$ cat src/rtl/ppgos_pkg.sv
// shared constants, types and register map of the pulse timer
package ppgos_pkg;

    // ========================================================
    // widths
    localparam int CNT_W  = 16;
    localparam int ADDR_W = 4;
    localparam int CCC_W  = 3;

    // ========================================================
    // register word offsets
    localparam logic [ADDR_W-1:0] OFS_COUNT   = 4'h0;
    localparam logic [ADDR_W-1:0] OFS_CYCLE   = 4'h1;
    localparam logic [ADDR_W-1:0] OFS_DUTY    = 4'h2;
    localparam logic [ADDR_W-1:0] OFS_MODE    = 4'h3;
    localparam logic [ADDR_W-1:0] OFS_CCC     = 4'h4;
    localparam logic [ADDR_W-1:0] OFS_OUTCTL  = 4'h5;
    localparam logic [ADDR_W-1:0] OFS_PRESCL  = 4'h6;

    // ========================================================
    // field positions
    localparam int MC_OVF_BIT     = 0;
    localparam int MC_MODE_LO     = 2;
    localparam int MC_MODE_HI     = 3;
    localparam int OC_ENABLE_BIT  = 0;
    localparam int OC_INVERT_BIT  = 1;
    localparam int OC_ONESHOT_BIT = 5;
    localparam int OC_TRIG_BIT    = 6;
    localparam int PM_CLK_LO      = 0;
    localparam int PM_CLK_HI      = 1;
    localparam int PM_EDGE_LO     = 4;
    localparam int PM_EDGE_HI     = 5;

    // ========================================================
    // values
    localparam logic [CNT_W-1:0] CNT_ZERO = 16'h0000;
    localparam logic [CNT_W-1:0] CNT_ONE  = 16'h0001;
    localparam logic [CNT_W-1:0] CNT_MAX  = 16'hffff;
    localparam logic [CNT_W-1:0] CYC_RST  = 16'hffff;
    localparam logic [CNT_W-1:0] DUTY_RST = 16'h0000;

    // ========================================================
    // types
    typedef enum logic [1:0] {
        MODE_STOP      = 2'b00,
        MODE_EDGE_CLR  = 2'b01,
        MODE_FREE      = 2'b10,
        MODE_MATCH_CLR = 2'b11
    } ppgos_mode_t;

    typedef enum logic [1:0] {
        EDGE_FALL = 2'b00,
        EDGE_RISE = 2'b01,
        EDGE_NONE = 2'b10,
        EDGE_BOTH = 2'b11
    } ppgos_edge_t;

    typedef enum logic [1:0] {
        OS_IDLE    = 2'b00,
        OS_WAIT_ON = 2'b01,
        OS_ACTIVE  = 2'b11
    } ppgos_os_t;

    typedef struct packed {
        logic [ADDR_W-1:0] addr;
        logic [CNT_W-1:0]  wdata;
        logic              wr;
        logic              rd;
    } ppgos_bus_t;

endpackage

$ cat src/rtl/ppgos_prescaler.sv
// count clock tick generator, divide by two to the power sel plus one
`timescale 1ns/1ps
`default_nettype none
module ppgos_prescaler #(
    parameter int DIV_W = 4
) (
    input  wire logic       clk,
    input  wire logic       rst_n,
    input  wire logic [1:0] sel,
    output logic            tick
);
    // ========================================================
    // divider
    // free running on purpose: a start is not aligned to the tick
    logic [DIV_W-1:0] div_reg;
    logic [DIV_W-1:0] mask;

    always_ff @(posedge clk or negedge rst_n) begin
        if (!rst_n) begin
            div_reg <= '0;
        end else begin
            div_reg <= div_reg + 1'b1;
        end
    end

    always_comb begin
        mask = DIV_W'((1 << ({1'b0, sel} + 3'd1)) - 1);
        tick = ((div_reg & mask) == mask);
    end
endmodule
`default_nettype wire

$ cat src/rtl/ppgos_edge.sv
// valid edge detector for the trigger input
`timescale 1ns/1ps
`default_nettype none
module ppgos_edge
    import ppgos_pkg::*;
(
    input  wire logic        clk,
    input  wire logic        rst_n,
    input  wire logic        pin,
    input  wire logic        arm,
    input  wire ppgos_edge_t sel,
    output logic             hit
);
    // ========================================================
    // edge compare
    // the previous level is kept while stopped, so an edge made
    // during the stop is seen right after the start
    logic prev_reg;

    always_ff @(posedge clk or negedge rst_n) begin
        if (!rst_n) begin
            prev_reg <= 1'b0;
        end else if (arm) begin
            prev_reg <= pin;
        end
    end

    always_comb begin
        case (sel)
            EDGE_FALL: hit = prev_reg & ~pin;
            EDGE_RISE: hit = ~prev_reg & pin;
            EDGE_BOTH: hit = prev_reg ^ pin;
            default:   hit = 1'b0;
        endcase
        hit = hit & arm;
    end
endmodule
`default_nettype wire

$ cat src/rtl/ppgos_timer.sv
// 16-bit timer with pulse generator and one-shot pulse output
// ========================================================
//
// The implementer's own choices: the address-and-strobe port and the placing of the registers.
`timescale 1ns/1ps
`default_nettype none
module ppgos_timer
    import ppgos_pkg::*;
#(
    parameter int DIV_W = 4
) (
    input  wire logic             clk,
    input  wire logic             rst_n,
    input  wire ppgos_bus_t       bus,
    output logic [CNT_W-1:0]      rd_data,
    input  wire logic             trigger_input_pin,
    input  wire logic             second_input_pin,
    output logic                  timer_output_pin,
    output logic                  cycle_match_irq,
    output logic                  duty_match_irq
);
    // ========================================================
    // register state
    logic [CNT_W-1:0] timer_count_value_reg;
    logic [CNT_W-1:0] cycle_compare_reg;
    logic [CNT_W-1:0] duty_compare_reg;
    ppgos_mode_t      mode_reg;
    logic             overflow_flag_reg;
    logic [CCC_W-1:0] capture_compare_control_reg;
    logic             out_enable_reg;
    logic             out_invert_reg;
    logic             oneshot_mode_reg;
    logic [1:0]       clk_sel_reg;
    ppgos_edge_t      edge_sel_reg;

    // ========================================================
    // decode
    logic wr_count;
    logic wr_cycle;
    logic wr_duty;
    logic wr_mode;
    logic wr_ccc;
    logic wr_outctl;
    logic wr_prescl;
    logic rd_count;
    logic running;

    always_comb begin
        wr_count  = bus.wr && (bus.addr == OFS_COUNT);
        wr_cycle  = bus.wr && (bus.addr == OFS_CYCLE);
        wr_duty   = bus.wr && (bus.addr == OFS_DUTY);
        wr_mode   = bus.wr && (bus.addr == OFS_MODE);
        wr_ccc    = bus.wr && (bus.addr == OFS_CCC);
        wr_outctl = bus.wr && (bus.addr == OFS_OUTCTL);
        wr_prescl = bus.wr && (bus.addr == OFS_PRESCL);
        rd_count  = bus.rd && (bus.addr == OFS_COUNT);
        running   = (mode_reg != MODE_STOP);
    end

    // ========================================================
    // count clock
    logic tick_raw;
    logic tick_hold_reg;
    logic tick_eff;

    ppgos_prescaler #(
        .DIV_W (DIV_W)
    ) u_prescaler (
        .clk   (clk),
        .rst_n (rst_n),
        .sel   (clk_sel_reg),
        .tick  (tick_raw)
    );

    // a tick that meets a count read is held one cycle, so the read
    // sees a stable value and the count still advances afterwards
    always_ff @(posedge clk or negedge rst_n) begin
        if (!rst_n) begin
            tick_hold_reg <= 1'b0;
        end else begin
            tick_hold_reg <= tick_raw && rd_count;
        end
    end

    always_comb begin
        tick_eff = ((tick_raw && !rd_count) || tick_hold_reg) && running;
    end

    // ========================================================
    // trigger input
    logic edge_hit;
    logic soft_trig;
    logic restart;

    ppgos_edge u_edge (
        .clk   (clk),
        .rst_n (rst_n),
        .pin   (trigger_input_pin),
        .arm   (running),
        .sel   (edge_sel_reg),
        .hit   (edge_hit)
    );

    always_comb begin
        soft_trig = wr_outctl && bus.wdata[OC_TRIG_BIT] && running && oneshot_mode_reg;
        // the pin restarts in soft one-shot use as well
        restart = soft_trig
               || (edge_hit && (mode_reg == MODE_EDGE_CLR || oneshot_mode_reg));
    end

    // ========================================================
    // compare
    logic wrapped_reg;
    logic cycle_hit;
    logic duty_hit;
    logic cycle_match;
    logic duty_match;
    logic wrap_now;

    // a zero compare must not match straight after a clear or start,
    // only once the count has come round past the top
    always_comb begin
        cycle_hit = (timer_count_value_reg == cycle_compare_reg)
                 && (timer_count_value_reg != CNT_ZERO || wrapped_reg);
        duty_hit  = (timer_count_value_reg == duty_compare_reg)
                 && (timer_count_value_reg != CNT_ZERO || wrapped_reg);
        cycle_match = tick_eff && cycle_hit && !restart;
        duty_match  = tick_eff && duty_hit && !restart;
        wrap_now    = tick_eff && !restart && (timer_count_value_reg == CNT_MAX);
    end

    always_ff @(posedge clk or negedge rst_n) begin
        if (!rst_n) begin
            wrapped_reg <= 1'b0;
        end else if (!running || restart) begin
            wrapped_reg <= 1'b0;
        end else if (wrap_now) begin
            wrapped_reg <= 1'b1;
        end
    end

    // ========================================================
    // counter
    // a write to the count word is ignored: the count is read only
    always_ff @(posedge clk or negedge rst_n) begin
        if (!rst_n) begin
            timer_count_value_reg <= CNT_ZERO;
        end else if (!running) begin
            timer_count_value_reg <= CNT_ZERO;
        end else if (restart) begin
            timer_count_value_reg <= CNT_ZERO;
        end else if (tick_eff) begin
            if (mode_reg == MODE_MATCH_CLR && cycle_hit) begin
                timer_count_value_reg <= CNT_ZERO;
            end else begin
                // keeps counting after a one-shot pulse has ended
                timer_count_value_reg <= timer_count_value_reg + CNT_ONE;
            end
        end
    end

    // ========================================================
    // overflow flag
    // software clears it by writing zero; a wrap in that cycle wins
    always_ff @(posedge clk or negedge rst_n) begin
        if (!rst_n) begin
            overflow_flag_reg <= 1'b0;
        end else if (wrap_now) begin
            overflow_flag_reg <= 1'b1;
        end else if (wr_mode && !bus.wdata[MC_OVF_BIT]) begin
            overflow_flag_reg <= 1'b0;
        end
    end

    // ========================================================
    // control registers
    // mode is always writable so that software can stop the timer
    always_ff @(posedge clk or negedge rst_n) begin
        if (!rst_n) begin
            mode_reg <= MODE_STOP;
        end else if (wr_mode) begin
            mode_reg <= ppgos_mode_t'(bus.wdata[MC_MODE_HI:MC_MODE_LO]);
        end
    end

    // these only take writes while stopped, a running timer keeps
    // its setup rather than glitching mid pulse
    always_ff @(posedge clk or negedge rst_n) begin
        if (!rst_n) begin
            capture_compare_control_reg <= '0;
        end else if (wr_ccc && !running) begin
            capture_compare_control_reg <= bus.wdata[CCC_W-1:0];
        end
    end

    always_ff @(posedge clk or negedge rst_n) begin
        if (!rst_n) begin
            out_enable_reg   <= 1'b0;
            out_invert_reg   <= 1'b0;
            oneshot_mode_reg <= 1'b0;
        end else if (wr_outctl && !running) begin
            out_enable_reg   <= bus.wdata[OC_ENABLE_BIT];
            out_invert_reg   <= bus.wdata[OC_INVERT_BIT];
            oneshot_mode_reg <= bus.wdata[OC_ONESHOT_BIT];
        end
    end

    always_ff @(posedge clk or negedge rst_n) begin
        if (!rst_n) begin
            clk_sel_reg  <= '0;
            edge_sel_reg <= EDGE_FALL;
        end else if (wr_prescl && !running) begin
            clk_sel_reg  <= bus.wdata[PM_CLK_HI:PM_CLK_LO];
            edge_sel_reg <= ppgos_edge_t'(bus.wdata[PM_EDGE_HI:PM_EDGE_LO]);
        end
    end

    // compare words are kept across a stop here, though software
    // may not count on that
    always_ff @(posedge clk or negedge rst_n) begin
        if (!rst_n) begin
            cycle_compare_reg <= CYC_RST;
        end else if (wr_cycle) begin
            cycle_compare_reg <= bus.wdata[CNT_W-1:0];
        end
    end

    // the duty word is never loaded from the counter
    always_ff @(posedge clk or negedge rst_n) begin
        if (!rst_n) begin
            duty_compare_reg <= DUTY_RST;
        end else if (wr_duty) begin
            duty_compare_reg <= bus.wdata[CNT_W-1:0];
        end
    end

    // ========================================================
    // one-shot sequencer
    ppgos_os_t os_reg;
    logic      duty_first;
    logic      on_match;
    logic      off_match;

    always_comb begin
        duty_first = (duty_compare_reg < cycle_compare_reg);
        on_match   = duty_first ? duty_match : cycle_match;
        off_match  = duty_first ? cycle_match : duty_match;
    end

    always_ff @(posedge clk or negedge rst_n) begin
        if (!rst_n) begin
            os_reg <= OS_IDLE;
        end else if (!running || !oneshot_mode_reg) begin
            os_reg <= OS_IDLE;
        end else if (restart) begin
            os_reg <= OS_WAIT_ON;
        end else begin
            case (os_reg)
                OS_IDLE: begin
                    os_reg <= OS_IDLE;
                end
                OS_WAIT_ON: begin
                    if (on_match) begin
                        os_reg <= OS_ACTIVE;
                    end
                end
                OS_ACTIVE: begin
                    if (off_match) begin
                        os_reg <= OS_IDLE;
                    end
                end
                default: begin
                    os_reg <= OS_IDLE;
                end
            endcase
        end
    end

    // ========================================================
    // pulse generator level
    logic run_d_reg;
    logic ppg_level_reg;
    logic ppg_mode;

    always_comb begin
        ppg_mode = (mode_reg == MODE_MATCH_CLR) && !oneshot_mode_reg;
    end

    always_ff @(posedge clk or negedge rst_n) begin
        if (!rst_n) begin
            run_d_reg <= 1'b0;
        end else begin
            run_d_reg <= running;
        end
    end

    // high from each period start to the duty match
    always_ff @(posedge clk or negedge rst_n) begin
        if (!rst_n) begin
            ppg_level_reg <= 1'b0;
        end else if (!ppg_mode) begin
            ppg_level_reg <= 1'b0;
        end else if (running && !run_d_reg) begin
            ppg_level_reg <= 1'b1;
        end else if (cycle_match) begin
            ppg_level_reg <= 1'b1;
        end else if (duty_match) begin
            ppg_level_reg <= 1'b0;
        end
    end

    // ========================================================
    // outputs
    logic level;

    always_comb begin
        level = ppg_level_reg || (os_reg == OS_ACTIVE);
    end

    always_ff @(posedge clk or negedge rst_n) begin
        if (!rst_n) begin
            timer_output_pin <= 1'b0;
        end else begin
            timer_output_pin <= out_enable_reg && (level ^ out_invert_reg);
        end
    end

    always_ff @(posedge clk or negedge rst_n) begin
        if (!rst_n) begin
            cycle_match_irq <= 1'b0;
            duty_match_irq  <= 1'b0;
        end else begin
            cycle_match_irq <= cycle_match;
            duty_match_irq  <= duty_match;
        end
    end

    // ========================================================
    // read port
    // second input pin has no use without capture, read as a level
    logic [CNT_W-1:0] rd_next;

    always_comb begin
        rd_next = '0;
        case (bus.addr)
            OFS_COUNT: begin
                rd_next = timer_count_value_reg;
            end
            OFS_CYCLE: begin
                rd_next = cycle_compare_reg;
            end
            OFS_DUTY: begin
                rd_next = duty_compare_reg;
            end
            OFS_MODE: begin
                rd_next[MC_OVF_BIT]            = overflow_flag_reg;
                rd_next[MC_MODE_HI:MC_MODE_LO] = mode_reg;
            end
            OFS_CCC: begin
                rd_next[CCC_W-1:0] = capture_compare_control_reg;
            end
            OFS_OUTCTL: begin
                rd_next[OC_ENABLE_BIT]  = out_enable_reg;
                rd_next[OC_INVERT_BIT]  = out_invert_reg;
                rd_next[OC_ONESHOT_BIT] = oneshot_mode_reg;
                rd_next[OC_TRIG_BIT]    = 1'b0;
            end
            OFS_PRESCL: begin
                rd_next[PM_CLK_HI:PM_CLK_LO]   = clk_sel_reg;
                rd_next[PM_EDGE_HI:PM_EDGE_LO] = edge_sel_reg;
                rd_next[CNT_W-1]               = second_input_pin;
            end
            default: begin
                rd_next = '0;
            end
        endcase
    end

    always_ff @(posedge clk or negedge rst_n) begin
        if (!rst_n) begin
            rd_data <= '0;
        end else if (bus.rd) begin
            rd_data <= rd_next;
        end else begin
            rd_data <= '0;
        end
    end

    // unused decode kept visible for the count word
    logic unused_wr_count;
    always_comb begin
        unused_wr_count = wr_count;
    end
endmodule
`default_nettype wire

$ cat config.mk
export PLATFORM = sky130hd
export DESIGN_NAME = ppgos_timer
export DESIGN_NICKNAME = d
export VERILOG_FILES = /design/src/rtl/ppgos_pkg.sv /design/src/rtl/ppgos_prescaler.sv /design/src/rtl/ppgos_edge.sv /design/src/rtl/ppgos_timer.sv
export SDC_FILE = /design/constraint.sdc
export NUM_CORES = 1
export LEC_CHECK = 0
export ABC_AREA = 1
export BUFFER_PORTS_ARGS = -buffer_cell sky130_fd_sc_hd__buf_4
export CAP_MARGIN = 20
export CORE_MARGIN = 2
export CORE_UTILIZATION = 65
export DETAILED_ROUTE_END_ITERATION = 12
export PLACE_DENSITY = 0.95
export REMOVE_ABC_BUFFERS = 1
export SLEW_MARGIN = 20
export SYNTH_ARGS = -nofsm -noshare
export SYNTH_HDL_FRONTEND = slang
export SYNTH_HIERARCHICAL = 1
export SYNTH_SLANG_ARGS = --single-unit
export TNS_END_PERCENT = 20
$ cat constraint.sdc
create_clock -name clk -period 3.8 [get_ports clk]
set_input_delay 0.76 -clock clk [delete_from_list [all_inputs] [get_ports clk]]
set_output_delay 0.76 -clock clk [all_outputs]
set_load 0.01 [all_outputs]
Yosys cells after proc, flatten, opt, wreduce, memory -nomap -nowiden
Cells that the tools add are included.
Storage, ports and cells
  bits in registers: 91
  output and inout port bits: 19
  word-level logic and storage cells: 136
Cells by class
  $add $sub $neg: 4
  magnitude comparators: 1
  eq/ne operators: 20
  shift operators: 1
  muxes and demuxes: 30
  bitwise logic cells: 8
  reduce and logical (&&, ||, !) cells: 50
Operators with widths (count)
  two-way mux 16 bit: 5
  equality test 16 bit: 2
  logical AND 1 bit: 30
  case mux 8 bit (3 select lines): 1
  adder 16 x 1 -> 16 bit (second input constant): 1
  equality test 16 bit (second input constant): 1
  less-than comparator 16 bit: 1
  nonzero test 16 bit: 1
  equality test 4 x 3 -> 1 bit (second input constant): 3
  case mux 1 bit (4 select lines): 3
  two-way mux 1 bit: 10
  case mux 1 bit (5 select lines): 2
  equality test 4 x 2 -> 1 bit (second input constant): 2
  two-way mux 2 bit: 4
  inequality test 4 bit (second input constant): 2
  logical OR 1 bit: 7
  case mux 1 bit (7 select lines): 1
  equality test 2 x 1 -> 1 bit (second input constant): 3
  equality test 2 bit (second input constant): 3
  zero test 1 bit: 6
  case mux 1 bit (3 select lines): 2
  case mux 1 bit (6 select lines): 1
  nonzero test 2 bit: 3
  adder 4 x 1 -> 4 bit (second input constant): 1
  15 further kinds: 19

Longest topological paths before layout
  word-level depth: 15
  mapped depth: 15

By module
The synthesis kept the hierarchy.
Modules (own cells, without submodules)
  ppgos_timer: times used 1, cells an instance 643, area each 5123.7 sq um, sequential area each 2172.1 sq um
  ppgos_prescaler: times used 1, cells an instance 18, area each 175.2 sq um, sequential area each 100.1 sq um
  ppgos_edge: times used 1, cells an instance 19, area each 111.4 sq um, sequential area each 25.0 sq um

Worst setup path before layout
OpenSTA, ideal clock, no wires.
  path kind: in2reg
  start point: input port trigger_input_pin
  end point: register os_reg[0]
  setup time: 125 ps
  data arrival time: 2059 ps
  data required time: 3675 ps
  path slack: 1616 ps
  stages: 14
  cells stage by stage: inv_1 -> ha_1 -> inv_1 -> nand2_1 -> nand2_1 -> nor2_1 -> nor2_1 -> a21boi_2 -> a21oi_2 -> nand3_2 -> nor2_4 -> nand2_1 -> nand3_2 -> nand3_1
Between the ends
  word-level cells in the longest chain between the ends: 11
  elaborated cells on any way between the ends: 18
  those cells by class: 2 x eq/ne; 5 x mux; 5 x bitwise; 6 x reduce/logical
Ends and longest elaborated chain
  from (decl): RTL line ppgos_timer.sv:16  | input wire logic trigger_input_pin,
  inverter 1 bit: RTL line ppgos_edge.sv:30  | EDGE_FALL: hit = prev_reg & ~pin;
  AND 1 bit: RTL line ppgos_edge.sv:30
  case mux 1 bit (3 select lines) (*): RTL line ppgos_edge.sv:29  | case (sel)
  AND 1 bit (*): RTL line ppgos_edge.sv:35  | hit = hit & arm;
  named net edge_hit: RTL line ppgos_timer.sv:91  | logic edge_hit;
  logical AND 1 bit (*): RTL line ppgos_timer.sv:108  | || (edge_hit && (mode_reg == MODE_EDGE_CLR || oneshot_mode_reg));
  logical OR 1 bit (*): RTL line ppgos_timer.sv:108
  zero test 1 bit (*): RTL line ppgos_timer.sv:127  | cycle_match = tick_eff && cycle_hit && !restart;
  logical AND 1 bit (*): RTL line ppgos_timer.sv:127
  named net cycle_match: RTL line ppgos_timer.sv:116  | logic cycle_match;
  two-way mux 1 bit (on tied branches): RTL line ppgos_timer.sv:247, ppgos_timer.sv:246
  inequality test 4 bit (no line)
  AND reduction 2 bit (no line) (*)
  to (signal assigned): RTL line ppgos_timer.sv:252  | os_reg <= OS_IDLE;
  to (signal assigned): RTL line ppgos_timer.sv:254  | os_reg <= OS_IDLE;
  to (signal assigned): RTL line ppgos_timer.sv:256  | os_reg <= OS_WAIT_ON;
  to (decl): RTL line ppgos_timer.sv:239  | ppgos_os_t os_reg;
The timed path passes the listed nets; every way through them passes the cells marked *.
A chain may end at the register's enable or synchronous reset.

Final worst setup path
  start point: input port trigger_input_pin
  end point: register os_reg[0]
Between the ends
  word-level cells in the longest chain between the ends: 11
  elaborated cells on any way between the ends: 18
  those cells by class: 2 x eq/ne; 5 x mux; 5 x bitwise; 6 x reduce/logical
Ends and longest elaborated chain
  inverter 1 bit: RTL line ppgos_edge.sv:30
  AND 1 bit: RTL line ppgos_edge.sv:30
  case mux 1 bit (3 select lines) (*): RTL line ppgos_edge.sv:29
  AND 1 bit (*): RTL line ppgos_edge.sv:35
  named net edge_hit: RTL line ppgos_timer.sv:91
  logical AND 1 bit (*): RTL line ppgos_timer.sv:108
  logical OR 1 bit (*): RTL line ppgos_timer.sv:108
  zero test 1 bit (*): RTL line ppgos_timer.sv:128  | duty_match = tick_eff && duty_hit && !restart;
  logical AND 1 bit (*): RTL line ppgos_timer.sv:128
  named net duty_match: RTL line ppgos_timer.sv:117  | logic duty_match;
  two-way mux 1 bit (on tied branches): RTL line ppgos_timer.sv:247, ppgos_timer.sv:246
  inequality test 4 bit (no line)
  AND reduction 2 bit (no line) (*)
Marked as above.

==> results.json <==
{
  "status": "complete, no violations",
  "slew_violations": 0,
  "instances_no_fill": 833,
  "grt_max_degree": 63,
  "drive_gt1_frac": 0.198,
  "hold_viol": 0,
  "fmax_mhz": 453,
  "multiInputGateArea_mm2": 0.00268,
  "io_buffer_count": 44,
  "detailed_place_hpwl_um": 9760,
  "hold_class": "in2async",
  "die_area_mm2": 0.00907,
  "ys_warn_count": 6,
  "core_mm2": 0.00813,
  "setup_tns_ns": 0,
  "cts_buffer_depth": 2,
  "finalSetupViolations": 0,
  "start_kind": "input port",
  "synth_edf_count": 0,
  "die_h_um": 95.2,
  "power.density_mw_per_mm2": 456,
  "grtUsageTotal": 0.330,
  "critPathKind": "in2reg",
  "num_vias": 4959,
  "gr-total-overflow": 0,
  "final_area_mm2": 0.00602,
  "clock_skew_ns": 0.0165,
  "fin_crit_ns": 2.21,
  "area_growth_pct": 11.3,
  "worst_setup_path_end_kind": "flop",
  "worst_slew_pin_slew_ns": 0.809,
  "grt_pass1_wl_um": 23000,
  "critPathRequiredTime_ns": 4.07,
  "clkTransAtPathRegs_ns": 0.09,
  "row_count": 33,
  "n_antenna_cell": 0,
  "drt_iter0_drc": 646,
  "final_nets": 769,
  "postCtsSetupRepairBufs": 0,
  "wl_um": 13800,
  "ys_seq_area_frac": 0.425,
  "grt_pass1_vias": 4899,
  "synth_area_leaders": "dfrtp_1 (35%), nand2_1 (14%), dfstp_2 (7.8%)",
  "postPlaceCellArea_mm2": 0.00582,
  "peakVddDrop_mv": 0.223,
  "ant_nets": 0,
  "avgSynthCellArea_um2": 7.96,
  "wl_per_cell_um": 16.6,
  "synthArstFlopShare": 1.00,
  "critical_path_arrival_ns": 2.47,
  "synthFlopType": "dfrtp_1",
  "synthCells": 680,
  "ff_latch_area_mm2": 0.00230,
  "ys_ff_latch": 91,
  "synth.cell_area_mm2": 0.00541,
  "leakagePower_uw": 0.00306,
  "cts-resized-gates": 0,
  "rsz0062_at_grt": "no",
  "cts_hold_buf": 0,
  "io_pins": 45,
  "power.total_uw": 2740,
  "drc_errors": 0,
  "cts_tree": "yes",
  "ys_types": 46,
  "cts_root_buffer": "clkbuf_8",
  "routed_via_density": 5.95,
  "ctsHtreeMaxLevel": 3,
  "cts_sinks": 91,
  "initial_core_util": 0.665,
  "die_w_um": 95.2,
  "antenna_found_initial": 0,
  "min_period_over_period": 0.581,
  "clock_latency_ns": 0.38,
  "max_slew_margin": 0.461,
  "fillers": 563,
  "path_max_fanout": 3,
  "numCtsBuffers": 9,
  "gp_congestion": 1.00,
  "dp_cells": 817,
  "cap_violations": 0,
  "drtPass1Iterations": 5,
  "yosysTopAreaCell": "dfrtp_1",
  "synth_top_area_share": 0.347
}
==> logic make-up after synthesis <==
| family | after synthesis | share of synthesized area |
|---|---|---|
| buf+inv | 111 | 0.0802 |
| simple gates | 320 | 0.273 |
| flops | 91 | 0.425 |
| compound gates | 111 | 0.132 |
| xor+xnor | 27 | 0.0437 |
| fa+ha+maj | 20 | 0.0463 |
==> layout by cell type (no fill, tap or decap), types with 3 or more instances in the layout <==
| cell type | instances |
|---|---|
| nor2_2 | 5 |
| o221ai_1 | 7 |
| nand2_1 | 198 |
| inv_1 | 76 |
| inv_6 | 3 |
| dfrtp_1 | 75 |
| nand3_2 | 3 |
| xnor2_1 | 8 |
| clkinv_2 | 3 |
| nor3_1 | 5 |
| xor2_1 | 19 |
| dfstp_2 | 16 |
| nand3_1 | 19 |
| ha_1 | 20 |
| inv_2 | 19 |
| nand2_4 | 3 |
| o21ai_1 | 20 |
| nand4_1 | 6 |
| nand2_2 | 6 |
| nor3_2 | 5 |
| o22ai_2 | 8 |
| nor2_4 | 5 |
| o21ai_0 | 43 |
| buf_4 | 47 |
| o22ai_1 | 10 |
| clkbuf_8 | 9 |
| a221oi_1 | 3 |
| nor2_1 | 54 |
| a21oi_1 | 10 |
==> critical path: stages <==
cell and delay, ns:
buf_4 0.09, inv_1 0.04, ha_1 0.26, inv_1 0.03, nand2_1 0.05, nand2_1 0.05, nor2_1 0.10, nor2_1 0.06
a21boi_2 0.17, a21oi_2 0.22, nand3_2 0.17, nor2_2 0.21, nand2_1 0.08, nand3_1 0.08, nand3_1 0.07
==> synth_stat cells (16+ instances only) <==
library cell	count
xor2_1	19
dfrtp_1	75
dfstp_2	16
ha_1	20
nor2_1	54
o21ai_1	20
inv_1	76
inv_2	19
o21ai_0	43
nand2_1	199
nand3_1	19
==> final cells by class <==
class,count,area share
tap,105,0.0218
sequential,91,0.381
timing repair buffer,47,0.0586
inverter,96,0.0600
clock inverter,7,0.0123
multi-input combinational,478,0.445
clock buffer,9,0.0206
==> stage by stage <==
step	utilization	hold WS [ns]	setup WS (ns)
6_report	0.740	0.454	1.59
5_1_grt	0.740	0.517	1.43
4_1_cts	0.740	0.486	1.30
3_5_place_dp	0.716	0.471	1.00
3_3_place_gp	0.716	0.466	1.22
2_1_floorplan	-	0.443	1.59
==> routing by layer <==
| layer | vias up | GRT usage | share of wire |
|---|---|---|---|
| met2 | 295 | 0.542 | 0.49 |
| li1 | 2283 | - | - |
| met3 | 60 | 0.0719 | 0.085 |
| met1 | 2321 | 0.417 | 0.39 |
| met4 | 0 | 0.151 | 0.035 |
| met5 | - | 0 | 0 |
==> power breakdown <==
group          internal, uW  leakage, uW  switching (uW)
clock                   309     0.000100             371
sequential             1110      0.00117             132
combinational           296      0.00179             523
total                  1720      0.00306            1030
==> worst paths after layout <==
| kind | from | endpoint | slack [ns] | depth (start not counted) |
|---|---|---|---|---|
| setup / recovery | trigger_input_pin | os_reg[0] | 1.59 | 15 |
| hold / removal | rst_n | rd_data[8] | 0.45 | 1 |
| setup reg to reg | cycle_compare_reg[5] | os_reg[1] | 1.62 | 12 |
| hold reg to reg | u_prescaler/div_reg[0] | u_prescaler/div_reg[0] | 0.49 | 1 |
| max in group asynchronous | rst_n | cycle_compare_reg[4] | 2.52 | 2 |
| min in group clk | u_prescaler/div_reg[0] | u_prescaler/div_reg[0] | 0.49 | 1 |
Power figures use the tool's default switching activity.
